<file path="src/hdl/dmsp_pkg.sv">
package dmsp_pkg;
    localparam int          ADDR_W        = 10;
    localparam int          DATA_W        = 16;
    localparam int          SPI_FRAME_W   = 32;
    localparam int          SPI_ADDR_W    = 15;
    localparam int          SPI_RW_POS    = 16;
    localparam logic [6:0]  I2C_BASE_LOW  = 7'h2c;
    localparam logic [6:0]  I2C_BASE_HIGH = 7'h3c;
    localparam logic [5:0]  SPI_CNT_RST   = 6'h00;
    localparam logic [3:0]  I2C_BIT_RST   = 4'h0;
    localparam logic [1:0]  I2C_BYTE_RST  = 2'h0;
endpackage : dmsp_pkg

</file>
<file path="src/hdl/dmsp_reg_if.sv">
`timescale 1ns/1ps
interface dmsp_reg_if;
    logic                          wr_en;
    logic                          rd_en;
    logic [dmsp_pkg::ADDR_W-1:0]   addr;
    logic [dmsp_pkg::DATA_W-1:0]   wdata;
    logic [dmsp_pkg::DATA_W-1:0]   rdata;
    modport port (output wr_en, output rd_en, output addr, output wdata, input rdata);
    modport regs (input wr_en, input rd_en, input addr, input wdata, output rdata);
endinterface : dmsp_reg_if

</file>
<file path="src/hdl/dmsp_serial_port.sv">
`timescale 1ns/1ps
module dmsp_serial_port (
    input  wire logic                        clock,          // Device clock, 200 MHz.
    input  wire logic                        rst,            // Asynchronous reset, active high.
    input  wire logic                        interface_select_pin, // High I2C, low SPI.
    input  wire logic                        select_or_target_addr_pin, // SS or address select.
    input  wire logic                        link_clk_pin,   // SCLK or SCL.
    input  wire logic                        shared_serial_in_pin, // SDI or SDA input.
    output logic                             sda_out,        // SDA output level.
    output logic                             sda_oe,         // SDA drive enable, high pulls low.
    input  wire logic                        shared_serial_out_in, // PWM input level in I2C mode.
    output logic                             shared_serial_out_pin, // SDO data.
    output logic                             shared_serial_out_oe, // SDO drive enable.
    output logic                             dimming_in,     // Synchronised PWM dimming input.
    output logic                             i2c_mode,       // Latched mode, high for I2C.
    output logic                             reg_wr_en,      // Register write strobe.
    output logic                             reg_rd_en,      // Register read strobe.
    output logic [dmsp_pkg::ADDR_W-1:0]      reg_addr,       // Register address.
    output logic [dmsp_pkg::DATA_W-1:0]      reg_wdata,      // Register write data.
    input  wire logic [dmsp_pkg::DATA_W-1:0] reg_rdata       // Register read data, same cycle.
);
    localparam int DW = dmsp_pkg::DATA_W;
    localparam int AW = dmsp_pkg::ADDR_W;

    typedef enum logic [2:0] {DMSP_IDLE, DMSP_DEVADDR, DMSP_REGADDR, DMSP_WDATA, DMSP_RDATA, DMSP_IGNORE} dmsp_i2c_e;

    dmsp_reg_if rif ();
    logic [4:0] s;
    logic       sel_s, clk_s, din_s, pwm_s, interface_select_pin_s;
    logic       clk_d_ff, din_d_ff, mode_done_ff, mode_ff;

    dmsp_sync #(.W(5)) u_sync (
        .clock (clock),
        .rst   (rst),
        .d     ({interface_select_pin, select_or_target_addr_pin, link_clk_pin,
                 shared_serial_in_pin, shared_serial_out_in}),
        .q     (s)
    );
    assign {interface_select_pin_s, sel_s, clk_s, din_s, pwm_s} = s;

    logic rise, fall;
    assign rise = clk_s & ~clk_d_ff;
    assign fall = ~clk_s & clk_d_ff;

    always_ff @(posedge clock or posedge rst) begin
        if (rst) begin
            clk_d_ff <= 1'b1;
            din_d_ff <= 1'b1;
        end else begin
            clk_d_ff <= clk_s;
            din_d_ff <= din_s;
        end
    end

    // The mode strap is taken after the synchroniser has filled, never from the port under reset.
    logic [1:0] strap_cnt_ff;
    always_ff @(posedge clock or posedge rst) begin
        if (rst) begin
            strap_cnt_ff <= 2'h0;
            mode_done_ff <= 1'b0;
            mode_ff      <= 1'b0;
        end else if (!mode_done_ff) begin
            strap_cnt_ff <= strap_cnt_ff + 2'h1;
            if (strap_cnt_ff == 2'h3) begin
                mode_done_ff <= 1'b1;
                mode_ff      <= interface_select_pin_s;
            end
        end
    end
    assign i2c_mode   = mode_ff;
    assign dimming_in = mode_ff & pwm_s;

    // SPI engine, active only in SPI mode after strap capture.
    logic                 spi_on;
    logic [5:0]           bit_cnt_ff;
    logic [DW-1:0]        sh_ff;
    logic [AW-1:0]        spi_addr_ff;
    logic                 spi_rw_ff, spi_wr_ff, spi_rd_ff, sdo_ff, sdo_oe_ff;
    logic [DW-1:0]        out_sh_ff;
    assign spi_on = mode_done_ff & ~mode_ff;

    always_ff @(posedge clock or posedge rst) begin
        if (rst) begin
            bit_cnt_ff  <= dmsp_pkg::SPI_CNT_RST;
            sh_ff       <= '0;
            spi_addr_ff <= '0;
            spi_rw_ff   <= 1'b0;
            spi_wr_ff   <= 1'b0;
            spi_rd_ff   <= 1'b0;
        end else begin
            spi_wr_ff <= 1'b0;
            spi_rd_ff <= 1'b0;
            if (!spi_on || sel_s) begin
                bit_cnt_ff <= dmsp_pkg::SPI_CNT_RST;
                spi_rw_ff  <= 1'b0;
            end else if (rise) begin
                sh_ff <= {sh_ff[DW-2:0], din_s};
                if (bit_cnt_ff == 6'(dmsp_pkg::SPI_ADDR_W - 1))
                    spi_addr_ff <= {sh_ff[AW-2:0], din_s};
                if (bit_cnt_ff == 6'(dmsp_pkg::SPI_RW_POS - 1)) begin
                    spi_rw_ff <= din_s;
                    spi_rd_ff <= ~din_s;
                end
                if (bit_cnt_ff == 6'(dmsp_pkg::SPI_FRAME_W - 1)) begin
                    spi_wr_ff  <= spi_rw_ff;
                    bit_cnt_ff <= 6'(dmsp_pkg::SPI_RW_POS);
                end else begin
                    bit_cnt_ff <= bit_cnt_ff + 6'h01;
                end
            end else if (spi_wr_ff) begin
                spi_addr_ff <= spi_addr_ff + 10'h001;
            end
        end
    end

    // Read data leaves on falling edges; the read word is loaded the cycle after R/W is taken.
    always_ff @(posedge clock or posedge rst) begin
        if (rst) begin
            out_sh_ff <= '0;
            sdo_ff    <= 1'b0;
            sdo_oe_ff <= 1'b0;
        end else if (!spi_on || sel_s) begin
            sdo_ff    <= 1'b0;
            sdo_oe_ff <= 1'b0;
        end else begin
            sdo_oe_ff <= (bit_cnt_ff < 6'(dmsp_pkg::SPI_RW_POS)) || !spi_rw_ff;
            if (spi_rd_ff)
                out_sh_ff <= reg_rdata;
            else if (fall && !spi_rw_ff && bit_cnt_ff >= 6'(dmsp_pkg::SPI_RW_POS)) begin
                sdo_ff    <= out_sh_ff[DW-1];
                out_sh_ff <= {out_sh_ff[DW-2:0], 1'b0};
            end else if (bit_cnt_ff < 6'(dmsp_pkg::SPI_RW_POS))
                sdo_ff <= 1'b0;
        end
    end
    assign shared_serial_out_pin = sdo_ff;
    assign shared_serial_out_oe  = sdo_oe_ff;

    // I2C target engine.
    dmsp_i2c_e     st_ff;
    logic [3:0]    ibit_ff;
    logic [7:0]    ish_ff;
    logic [1:0]    win_ff;
    logic [7:0]    ilow_ff;
    logic          rd_dir_ff, ack_ff, ibyte_ff, i_wr_ff, i_rd_ff, sda_oe_ff, sda_o_ff;
    logic [DW-1:0] idata_ff;
    logic          i2c_on, start_c, stop_c;
    logic [6:0]    base;
    assign i2c_on  = mode_done_ff & mode_ff;
    assign start_c = i2c_on & clk_s & clk_d_ff & din_d_ff & ~din_s;
    assign stop_c  = i2c_on & clk_s & clk_d_ff & ~din_d_ff & din_s;
    assign base    = sel_s ? dmsp_pkg::I2C_BASE_HIGH : dmsp_pkg::I2C_BASE_LOW;

    always_ff @(posedge clock or posedge rst) begin
        if (rst) begin
            st_ff     <= DMSP_IDLE;
            ibit_ff   <= dmsp_pkg::I2C_BIT_RST;
            ish_ff    <= '0;
            win_ff    <= '0;
            ilow_ff   <= '0;
            rd_dir_ff <= 1'b0;
            ack_ff    <= 1'b0;
            ibyte_ff  <= 1'b0;
            idata_ff  <= '0;
            i_wr_ff   <= 1'b0;
            i_rd_ff   <= 1'b0;
            sda_oe_ff <= 1'b0;
        end else begin
            i_wr_ff <= 1'b0;
            i_rd_ff <= 1'b0;
            if (!i2c_on || stop_c) begin
                st_ff     <= DMSP_IDLE;
                sda_oe_ff <= 1'b0;
            end else if (start_c) begin
                st_ff     <= DMSP_DEVADDR;
                ibit_ff   <= dmsp_pkg::I2C_BIT_RST;
                ack_ff    <= 1'b0;
                sda_oe_ff <= 1'b0;
            end else if (rise && st_ff != DMSP_IDLE && st_ff != DMSP_IGNORE) begin
                if (!ack_ff) begin
                    ish_ff  <= {ish_ff[6:0], din_s};
                    ibit_ff <= ibit_ff + 4'h1;
                end else if (st_ff == DMSP_RDATA && din_s) begin
                    st_ff <= DMSP_IGNORE;                // Master NACK ends the read.
                end
            end else if (fall && st_ff != DMSP_IDLE && st_ff != DMSP_IGNORE) begin
                if (ack_ff) begin
                    ack_ff    <= 1'b0;
                    sda_oe_ff <= 1'b0;
                    ibit_ff   <= dmsp_pkg::I2C_BIT_RST;
                    if (st_ff == DMSP_RDATA) begin
                        sda_oe_ff <= ~idata_ff[DW-1];
                        idata_ff  <= {idata_ff[DW-2:0], 1'b0};
                    end
                end else if (ibit_ff == 4'h8) begin
                    ack_ff    <= 1'b1;
                    sda_oe_ff <= 1'b1;
                    case (st_ff)
                        DMSP_DEVADDR: begin
                            if (ish_ff[7:3] == base[6:2]) begin
                                win_ff    <= ish_ff[2:1];
                                rd_dir_ff <= ish_ff[0];
                                ibyte_ff  <= 1'b0;
                                if (ish_ff[0]) begin
                                    st_ff    <= DMSP_RDATA;
                                    i_rd_ff  <= 1'b1;
                                end else begin
                                    st_ff <= DMSP_REGADDR;
                                end
                            end else begin
                                st_ff     <= DMSP_IGNORE;
                                ack_ff    <= 1'b0;
                                sda_oe_ff <= 1'b0;
                            end
                        end
                        DMSP_REGADDR: begin
                            ilow_ff <= ish_ff;
                            st_ff   <= DMSP_WDATA;
                        end
                        DMSP_WDATA: begin
                            idata_ff <= {idata_ff[7:0], ish_ff};
                            ibyte_ff <= ~ibyte_ff;
                            i_wr_ff  <= ibyte_ff;
                        end
                        DMSP_RDATA: begin
                            sda_oe_ff <= 1'b0;           // Master acknowledges the byte.
                        end
                        default: st_ff <= DMSP_IGNORE;
                    endcase
                end else if (st_ff == DMSP_RDATA) begin
                    sda_oe_ff <= ~idata_ff[DW-1];
                    idata_ff  <= {idata_ff[DW-2:0], 1'b0};
                end
            end else if (i_rd_ff) begin
                idata_ff <= reg_rdata;
            end
        end
    end
    // The first read bit is shifted out at the fall ending the address acknowledge.
    assign sda_out = 1'b0;
    assign sda_oe  = sda_oe_ff;

    // The port has no power gating, so standby access is unaffected.
    assign rif.wr_en = spi_wr_ff | i_wr_ff;
    assign rif.rd_en = spi_rd_ff | i_rd_ff;
    assign rif.addr  = mode_ff ? {win_ff, ilow_ff} : spi_addr_ff;
    assign rif.wdata = mode_ff ? idata_ff : sh_ff;
    assign rif.rdata = reg_rdata;
    assign reg_wr_en = rif.wr_en;
    assign reg_rd_en = rif.rd_en;
    assign reg_addr  = rif.addr;
    assign reg_wdata = rif.wdata;
endmodule : dmsp_serial_port

</file>
<file path="src/hdl/dmsp_sync.sv">
`timescale 1ns/1ps
module dmsp_sync #(
    parameter int W = 4
) (
    input  wire logic         clock, // Device clock.
    input  wire logic         rst,   // Asynchronous reset, active high.
    input  wire logic [W-1:0] d,     // Asynchronous inputs.
    output logic      [W-1:0] q      // Synchronised outputs.
);
    logic [W-1:0] meta_ff;

    always_ff @(posedge clock or posedge rst) begin
        if (rst) begin
            meta_ff <= '0;
            q       <= '0;
        end else begin
            meta_ff <= d;
            q       <= meta_ff;
        end
    end
endmodule : dmsp_sync

</file>
<file path="config.mk">
export PLATFORM = sky130hd
export DESIGN_NAME = dmsp_serial_port
export DESIGN_NICKNAME = d
export VERILOG_FILES = /design/src/hdl/dmsp_pkg.sv /design/src/hdl/dmsp_reg_if.sv /design/src/hdl/dmsp_serial_port.sv /design/src/hdl/dmsp_sync.sv
export SDC_FILE = /design/constraint.sdc
export NUM_CORES = 1
export LEC_CHECK = 0
export ABC_AREA = 0
export BUFFER_PORTS_ARGS = -buffer_cell sky130_fd_sc_hd__buf_2
export CAP_MARGIN = 20
export CORE_MARGIN = 4
export CORE_UTILIZATION = 57
export DETAILED_ROUTE_END_ITERATION = 10
export GPL_TIMING_DRIVEN = 0
export PLACE_DENSITY_LB_ADDON = 0.3
export SETUP_SLACK_MARGIN = 0.1
export SLEW_MARGIN = 20
export SYNTH_ARGS = -nofsm -noshare
export SYNTH_HDL_FRONTEND = slang
export SYNTH_SLANG_ARGS = --single-unit
</file>
<file path="constraint.sdc">
create_clock -name clock -period 13.1 [get_ports clock]
set_input_delay 3.93 -clock clock [delete_from_list [all_inputs] [get_ports clock]]
set_output_delay 3.93 -clock clock [all_outputs]
set_load 0.05 [all_outputs]
</file>
==> impl_metrics.toml, run 1 <==
[outcome]
run_status = "finished clean"

[setup_path]
critical_path.cell_chain = "buf_2 > clkbuf_1 > mux2_2 > buf_2"
cp_top_family = "buffers and inverters"
worstPathBufferInverterCount = 3
worstSetupPathType = "flip-flop to primary output"
crit_path_start_kind = "flip-flop"
critPathMaxFanout = 10
arrival_ns = 2.22
worstSetupPathDepth = 4
max_incr_delay_on_cp_ns = 0.50
worst-r2r-setup-slack_ns = 10.84
worst_path_max_delay_cell = "clkbuf_1"
most_frequent_cell_on_critical_path = "buf_2"
worst_setup_path_end_kind = "primary output"
worst-endpoint-required_ns = 9.17
rr_worst_depth = 8

[clocking]
tritoncts.num_buffers = 17
cts-root-buf = "clkbuf_8"
cts-htree-levels = 4
cts_buffer_depth = 2
clock-sinks = 115
tritoncts_clock_tree = "built"
post_cts_buffers = 0
cts_hold_buffers = 0
clk_latency_ns = 0.52
clock_pin_slew_of_the_registers_on_the_worst_case_setup_and_hold_paths_ns = 0.06
postCtsResizedCells = 0

[pwr]
seqPwrFrac_pct = 40.9
ir_drop_uv = 85.7
netSwitchingPower_mw = 0.310
static-leakage-power_nw = 3.12
power_frac_clock_pct = 43.4
power_density_nw_per_um2 = 154
power_report.internal_total_mw = 0.749
comb_power_share_pct = 15.7
power_switching_share_pct = 29.3

[floorplan]
initial_core_util_pct = 58.8
rows = 36
fp.coreArea_sq_um = 9860
die-height_microns = 109
io-pin-count = 57
die_area_sq_um = 11900
die-width_microns = 109

[yosys]
ys_dominant_reg_cell = "dfrtp_1"
synth-simple-area-share_pct = 14.8
xor_xnor_share_of_the_synthesized_area_pct = 1.04
yosysSeqAreaShare_pct = 49.7
synth_fa_ha_area_share_pct = 1.29
yosys-mux-area-fraction_pct = 14.8
synth_top_family_by_area = "compound AO/OA/AOI/OAI gates"
synth_compound_area_share_pct = 14.9
synth_warnings = 0
async_flop_share_pct = 100
ys_ff_latch = 115
avgSynthCellArea_sq_um = 10.5
synth_fp_nets = 580
post_synth_num_cell_types = 64
mappedNetlistArea_sq_um = 5800
synth_cells = 551
post_synth_edffs = 0

[global_route]
first_global_vias = 4820
met3_usage_pct = 5.92
global_route.peak_usage_layer = "met2"
grt_start_max_net_pins = 68
antenna_found_initial = 0
grtUsageMet2_pct = 42.1
globalRoute.totalOverflow = 0
grt_first_pass_wirelength_microns = 24600
grtUsageTotal_pct = 27.3
grtUsageMet1_pct = 36.1

[timing]
clock_skew_ns = 0.00894
rsz_0062_raised_after_global_routing = "no"
max_clock_freq_mhz = 163
slew_violations = 0
setup_viol_count_final = 0
final.setup.tns_ns = 0
fin_hold_ws_ns = 0.350
final.period_utilization_pct = 47.0
final_hold_viols = 0
fin_crit_ns = 6.15
slew_headroom_pct = 57.6
worstMarginPinSlew_ns = 0.632

[worst_hold_path]
timing.hold.worst_path_depth = 0
min-delay-path-class = "flip-flop to flip-flop"

[cells_and_area]
sequential_cell_area_sq_um = 2880
most_frequent_standard_cell_in_the_layout_excluding_fill_and_tap_cells = "dfrtp_1"
multiInputGateArea_sq_um = 2720
leading_cell_types_in_the_layout_fill_and_taps_excluded = "113 x dfrtp_1, 69 x buf_2, 60 x mux2_2, 60 x nand2_1, 54 x a21oi_1"
insertedDiodeCount = 0
area_delta_synth_final_pct = 18.3
finish.net_count = 655
final.fill_count = 725
drive_gt1_share_pct = 29.4

[placement]
post_detailed_placement_half_perimeter_wirelength_microns = 10200
io_buffers = 55
globalplace.congestion = 0.961

[detailed_routing]
post_drt_via_cell_ratio = 6.16
drt_iter0_drc = 405
post-route-drc-count = 0
detail_route.wl_per_cell_microns = 19.2
post_route_antenna_net_violation_count = 0
drt_wl_total_microns = 14800
dr.pass1.iters = 7
num_vias = 4758

[flow_run]
cap_viol_max_count = 0
==> flip-flops by register name (all words and copies together), names as in the netlist, 2 cells and up <==
signal and flops:
out_sh_ff 16, sh_ff 16, u_sync.meta_ff 5, win_ff 2, u_sync.q 5, st_ff 3
bit_cnt_ff 6, ilow_ff 8, ish_ff 8, ibit_ff 4, strap_cnt_ff 2, idata_ff 16
spi_addr_ff 10
==> through the flow <==
step	worst slack (ns)	total power, mW	util [%]	std cells	cell area [sq um]
2_1_floorplan	6.13	0.550	-	551	5800
3_3_place_gp	4.91	0.595	63.3	739	6240
3_5_place_dp	7.50	0.601	63.6	740	6270
4_1_cts	6.96	1.06	69.6	772	6860
5_1_grt	6.85	1.10	69.6	772	6860
6_report	6.95	1.06	69.6	772	6860
==> layout make-up <==
type | count | area share [%]
Sequential cell | 115 | 42.0
Tap cell | 133 | 2.43
Timing Repair Buffer | 56 | 4.41
Buffer | 33 | 2.28
Inverter | 12 | 0.729
Multi-Input combinational cell | 391 | 39.6
Clock inverter | 10 | 1.95
Clock buffer | 22 | 6.60
==> cell usage after synthesis (3+ instances only) <==
cell | count | area, sq um
dfrtp_1 | 113 | 2830
mux2_2 | 60 | 676
nand2_1 | 60 | 225
a21oi_1 | 54 | 270
o21ai_0 | 33 | 165
nand3_1 | 32 | 160
nor2_1 | 21 | 78.8
mux2i_1 | 18 | 180
o2bb2ai_1 | 16 | 140
clkbuf_1 | 15 | 56.3
buf_2 | 14 | 70.1
inv_1 | 12 | 45.0
ha_1 | 6 | 75.1
nand2b_1 | 5 | 31.3
nor2b_1 | 5 | 31.3
nor4_1 | 5 | 31.3
o22ai_1 | 5 | 31.3
a31oi_1 | 4 | 25.0
and2_1 | 4 | 25.0
and3_1 | 4 | 25.0
nor3_1 | 4 | 20.0
or2_2 | 4 | 25.0
xnor2_1 | 4 | 35.0
a31o_2 | 3 | 26.3
nor3b_1 | 3 | 22.5
==> per-layer routing <==
layer / vias to the layer above / wire, microns
li1: 2149 / -
met1: 2308 / 6190
met2: 244 / 6870
met3: 57 / 1130
met4: 0 / 608
met5: - / 0
==> cells by family after synthesis <==
| logic type | count (synthesis) |
|---|---|
| flip-flops | 115 |
| buffers and inverters | 45 |
| other | 1 |
| adder cells (fa/ha/maj) | 6 |
| AND/OR/NAND/NOR | 163 |
| XOR/XNOR | 6 |
| AO/OA/AOI/OAI | 137 |
| multiplexers | 78 |
==> power groups by stage <==
stage / Sequential [mW] / Combinational, mW / Clock [mW]
global placement: 0.435 / 0.160 / 0
finish: 0.433 / 0.166 / 0.459
CTS: 0.431 / 0.167 / 0.462
global route: 0.438 / 0.179 / 0.482
floorplan: 0.420 / 0.130 / 0
detailed placement: 0.436 / 0.165 / 0
==> path summary, 6_finish.rpt <==
kind / start / end
max in group asynchronous: rst / clk_d_ff$_DFF_PP1_
min: u_sync.meta_ff[4]$_DFF_PP0_ / u_sync.q[4]$_DFF_PP0_
max reg2reg: ibit_ff[0]$_DFFE_PP0P_ / idata_ff[3]$_DFFE_PP0P_
min reg2reg: u_sync.meta_ff[4]$_DFF_PP0_ / u_sync.q[4]$_DFF_PP0_
min in group asynchronous: rst / u_sync.meta_ff[1]$_DFF_PP0_
max: i2c_mode$_DFFE_PP0P_ / reg_wdata[0]
Power figures use the tool's default switching activity.
==> run 2: changes to the inputs <==
--- a/config.mk
+++ b/config.mk
@@ -9,7 +9,7 @@
 export BUFFER_PORTS_ARGS = -buffer_cell sky130_fd_sc_hd__buf_2
 export CAP_MARGIN = 20
 export CORE_MARGIN = 4
-export CORE_UTILIZATION = 57
+export CORE_UTILIZATION = 54
 export DETAILED_ROUTE_END_ITERATION = 10
 export GPL_TIMING_DRIVEN = 0
 export PLACE_DENSITY_LB_ADDON = 0.3
==> constraint.sdc (replaced) <==
create_clock -name clock -period 5.4 [get_ports clock]
set_input_delay 1.62 -clock clock [delete_from_list [all_inputs] [get_ports clock]]
set_output_delay 1.62 -clock clock [all_outputs]
set_load 0.05 [all_outputs]
==> impl_metrics.toml, run 2 (synthesis results as in run 1) <==
[pwr]
static-leakage-power_nw = 3.14
ir_drop_uv = 343
power_density_nw_per_um2 = 385

[detailed_routing]
post-route-drc-count = 0
drt_wl_total_microns = 14700
drt_iter0_drc = 550
top_layer_used = "met4"
met3WireLength_microns = 849
post_drt_via_cell_ratio = 6.00
post_route_antenna_net_violation_count = 0
num_vias = 4653
wl_met1_microns = 6350
dr.pass1.iters = 6
detail_route.wl_per_cell_microns = 18.9
wl_met2_microns = 7200

[cells_and_area]
final.fill_count = 808
finish.net_count = 655
postLayoutCoreUtil_pct = 66.4
area_delta_synth_final_pct = 19.3
most_frequent_standard_cell_in_the_layout_excluding_fill_and_tap_cells = "dfrtp_1"
largestRegisters = "idata_ff (16), out_sh_ff (16), sh_ff (16)"
insertedDiodeCount = 0
drive_gt1_share_pct = 29.4
leading_cell_types_in_the_layout_fill_and_taps_excluded = "113 x dfrtp_1, 69 x buf_2, 60 x mux2_2, 60 x nand2_1, 54 x a21oi_1"

[setup_path]
critPathMaxFanout = 10
worst_setup_path_end_kind = "primary output"
critical_path.cell_chain = "buf_2 > clkbuf_1 > or2_2 > buf_2"
max_incr_delay_on_cp_ns = 0.55
worst-endpoint-required_ns = 3.78
arrival_ns = 2.25
worst_path_max_delay_cell = "clkbuf_1"
worst-r2r-setup-slack_ns = 3.05
crit_path_start_kind = "flip-flop"
most_frequent_cell_on_critical_path = "buf_2"
worstSetupPathType = "flip-flop to primary output"

[placement]
io_buffers = 55
dp_worst_setup_slack_ns = 2.07
globalplace.congestion = 0.937
post_detailed_placement_half_perimeter_wirelength_microns = 10400

[global_route]
grt_start_max_net_pins = 72
antenna_found_initial = 0
grtUsageTotal_pct = 24.3
grt_first_pass_wirelength_microns = 23700
globalRoute.totalOverflow = 0
first_global_vias = 4646

[clocking]
cts-htree-levels = 4
tritoncts.num_buffers = 17
cts_hold_buffers = 0
clock-sinks = 115
tritoncts_clock_tree = "built"
clk_latency_ns = 0.52
clock_pin_slew_of_the_registers_on_the_worst_case_setup_and_hold_paths_ns = 0.06
post_cts_buffers = 0
cts_buffer_depth = 2
cts-root-buf = "clkbuf_8"
postCtsResizedCells = 0

[timing]
fin_hold_ws_ns = 0.348
rsz_0062_raised_after_global_routing = "no"
slew_violations = 0
max_clock_freq_mhz = 258
final_hold_viols = 0
clock_skew_ns = 0.00835
slew_headroom_pct = 56.7
setup_viol_count_final = 0
worst_slack_ns = 1.53
fin_crit_ns = 3.87
final.setup.tns_ns = 0
worstMarginPinSlew_ns = 0.650
final.period_utilization_pct = 71.7

[outcome]
run_status = "finished clean"

[floorplan]
die_area_sq_um = 12500
initial_core_util_pct = 55.7
fp.coreArea_sq_um = 10400
die-width_microns = 112
die-height_microns = 112
io-pin-count = 57
rows = 37

[worst_hold_path]
min-delay-path-class = "flip-flop to flip-flop"

[flow_run]
cap_viol_max_count = 0
==> run 2: final cells by class <==
cell class	count	area, sq um	share of cell area, %
Sequential cell	115	2880	41.6
Multi-Input combinational cell	391	2720	39.3
Clock buffer	23	467	6.74
Timing Repair Buffer	56	303	4.38
Clock inverter	9	175	2.53
Tap cell	136	170	2.46
Buffer	33	156	2.26
Inverter	12	50.0	0.723
==> run 2: worst paths after layout <==
| kind | start | cells past startpoint | to |
|---|---|---|---|
| min reg2reg | u_sync.meta_ff[1]$_DFF_PP0_ | 0 | u_sync.q[1]$_DFF_PP0_ |
| max in group asynchronous | rst | 3 | sh_ff[14]$_DFFE_PP0P_ |
| min | u_sync.meta_ff[1]$_DFF_PP0_ | 0 | u_sync.q[1]$_DFF_PP0_ |
| max | spi_rd_ff$_DFF_PP0_ | 4 | reg_rd_en |
| min in group asynchronous | rst | 2 | u_sync.q[1]$_DFF_PP0_ |
| max reg2reg | ibit_ff[0]$_DFFE_PP0P_ | 8 | idata_ff[1]$_DFFE_PP0P_ |
==> run 2: worst max-delay path, delay by kind of cell, from the launching register on <==
kind | cells | cell delay [ns]
and+or+nand+nor | 1 | 0.24
buffers and inverters | 3 | 1.12
DFF | 1 | 0.38
==> run 2: report_power, final <==
group / leakage [nW] / switching, mW / internal [mW]
combinational: 1.38 / 0.258 / 0.146
clock: 0.308 / 0.383 / 0.831
sequential: 1.45 / 0.103 / 0.947
total: 3.14 / 0.743 / 1.92
==> run 2: routing by layer <==
layer / GRT usage, % / up-vias
met5: 0 / -
met4: 9.25 / 0
met3: 5.33 / 24
met2: 39.1 / 179
met1: 32.2 / 2321
li1: - / 2129
==> run 2: metrics by stage <==
step | instances | instance area (sq um) | power, mW
3_5_place_dp | 743 | 6280 | 1.46
5_1_grt | 775 | 6920 | 2.76
2_1_floorplan | 551 | 5800 | 1.34
6_report | 775 | 6920 | 2.67
4_1_cts | 775 | 6920 | 2.68
3_3_place_gp | 742 | 6250 | 1.44
==> run 3: changes to the inputs <==
==> constraint.sdc (replaced) <==
create_clock -name clock -period 3.49 [get_ports clock]
set_input_delay 1.047 -clock clock [delete_from_list [all_inputs] [get_ports clock]]
set_output_delay 1.047 -clock clock [all_outputs]
set_load 0.05 [all_outputs]
==> impl_metrics.toml, run 3 (synthesis results as in run 1) <==
[detailed_routing]
drt_wl_total_microns = 15100
post_route_antenna_net_violation_count = 0
post_drt_via_cell_ratio = 6.04
drt_iter0_drc = 512
detail_route.wl_per_cell_microns = 19.5
num_vias = 4695
post-route-drc-count = 0
dr.pass1.iters = 5

[pwr]
ir_drop_uv = 468
power_frac_clock_pct = 42.7
static-leakage-power_nw = 3.10
seqPwrFrac_pct = 41.3
power_report.internal_total_mw = 2.74
comb_power_share_pct = 16.0
netSwitchingPower_mw = 1.18
power_density_nw_per_um2 = 569
power_switching_share_pct = 30.1

[global_route]
antenna_found_initial = 0
globalRoute.totalOverflow = 0
grtUsageTotal_pct = 25.1
grt_first_pass_wirelength_microns = 24900
first_global_vias = 4763
grt_start_max_net_pins = 33

[cells_and_area]
largestRegisters = "idata_ff (16), out_sh_ff (16), sh_ff (16)"
drive_gt1_share_pct = 30.0
most_frequent_standard_cell_in_the_layout_excluding_fill_and_tap_cells = "dfrtp_1"
postLayoutCellArea_sq_um = 6900
insertedDiodeCount = 0
sequential_cell_area_sq_um = 2880
postLayoutCoreUtil_pct = 66.2
finish.net_count = 657
final.fill_count = 834
area_delta_synth_final_pct = 18.9
multiInputGateArea_sq_um = 2720
leading_cell_types_in_the_layout_fill_and_taps_excluded = "113 x dfrtp_1, 69 x buf_2, 60 x mux2_2, 60 x nand2_1, 54 x a21oi_1"
post_layout_nonfiller_instances = 777

[floorplan]
die_area_sq_um = 12500
die-width_microns = 112
initial_core_util_pct = 55.7
fp.coreArea_sq_um = 10400
rows = 37
die-height_microns = 112
io-pin-count = 57

[clocking]
clk_latency_ns = 0.51
clock_pin_slew_of_the_registers_on_the_worst_case_setup_and_hold_paths_ns = 0.06
cts_hold_buffers = 0
cts_buffer_depth = 2
cts-root-buf = "clkbuf_8"
tritoncts.num_buffers = 17
postCtsResizedCells = 0
cts-htree-levels = 4
post_cts_buffers = 0
tritoncts_clock_tree = "built"
clock-sinks = 115

[outcome]
run_status = "finished clean"

[setup_path]
worstSetupStartpoint = "i2c_mode$_DFFE_PP0P_"
rr_worst_depth = 8
worst_setup_path_end_kind = "primary output"
worst-endpoint-required_ns = 2.44
crit_path_start_kind = "flip-flop"
critPathMaxFanout = 10
rr_startpoint = "ibit_ff[0]$_DFFE_PP0P_"
arrival_ns = 2.26
worstSetupPathType = "flip-flop to primary output"

[placement]
globalplace.congestion = 0.899
io_buffers = 55
post_detailed_placement_half_perimeter_wirelength_microns = 10800
dpl_cell_area_sq_um = 6320
placedCellCount = 745

[timing]
rsz_0062_raised_after_global_routing = "no"
slew_headroom_pct = 50.3
slew_violations = 0
final.period_utilization_pct = 94.9
max_clock_freq_mhz = 302
worstMarginPinSlew_ns = 0.745
final.setup.tns_ns = 0
final_hold_viols = 0
fin_crit_ns = 3.31
clock_skew_ns = 0.00886
setup_viol_count_final = 0

[worst_hold_path]
min-delay-path-class = "flip-flop to flip-flop"
timing.hold.worst_path_depth = 0
timing.hold.worst.start = "u_sync.meta_ff[1]$_DFF_PP0_"

[flow_run]
cap_viol_max_count = 0
run 3: cell count changes in the layout (fill, tap and decap cells not counted), sizes merged:
cell / previous run / this run
buf: 74 / 76
inv: 12 / 11
clkbuf: 38 / 35
bufinv: 5 / 2
clkinv: 2 / 1
clkinvlp: 2 / 10
run 3: layout make-up:
| class | count | share of cell area, % |
|---|---|---|
| tap | 136 | 2.47 |
| inverter | 12 | 0.708 |
| clock inverter | 12 | 1.92 |
| clock buffer | 20 | 6.46 |
| timing repair buffer | 58 | 4.97 |
| multi-input combinational | 391 | 39.4 |
| sequential | 115 | 41.8 |
| buffer | 33 | 2.27 |
run 3: worst max-delay path, stage by stage, from the launching register on:
cell,delay [ns]
dfrtp_1,0.34
buf_2,0.25
clkbuf_1,0.55
mux2_2,0.40
buf_2,0.21
run 3: routing by layer:
metal	track usage (%)	up-vias	wire length [microns]
li1	-	2134	-
met1	33.5	2341	6470
met2	41.1	190	7410
met3	5.98	30	947
met4	7.46	0	292
met5	0	-	0
run 3: worst paths after layout:
check	endpoint	slack (ns)
max in group asynchronous	clk_d_ff$_DFF_PP1_	2.18
worst max register to register	idata_ff[5]$_DFFE_PP0P_	1.18
worst min-delay path	u_sync.q[1]$_DFF_PP0_	0.35
worst min register to register	u_sync.q[1]$_DFF_PP0_	0.35
min in group asynchronous	u_sync.q[2]$_DFF_PP0_	0.66
worst max-delay path	reg_wdata[14]	0.18
run 3: power by group through the flow:
stage	Sequential, mW	Clock, mW	Combinational, mW
2_1_floorplan	1.58	0	0.490
3_3_place_gp	1.63	0	0.604
3_5_place_dp	1.64	0	0.625
4_1_cts	1.62	1.69	0.632
5_1_grt	1.64	1.77	0.673
6_report	1.62	1.68	0.629
run 3: metrics by stage:
| step | setup WS [ns] | hold slack, ns | power (mW) |
|---|---|---|---|
| 2_1_floorplan | 0.359 | 0.331 | 2.07 |
| 3_3_place_gp | 0.340 | 0.332 | 2.24 |
| 3_5_place_dp | 0.736 | 0.338 | 2.26 |
| 4_1_cts | 0.175 | 0.352 | 3.94 |
| 5_1_grt | 0.104 | 0.369 | 4.08 |
| 6_report | 0.178 | 0.350 | 3.93 |
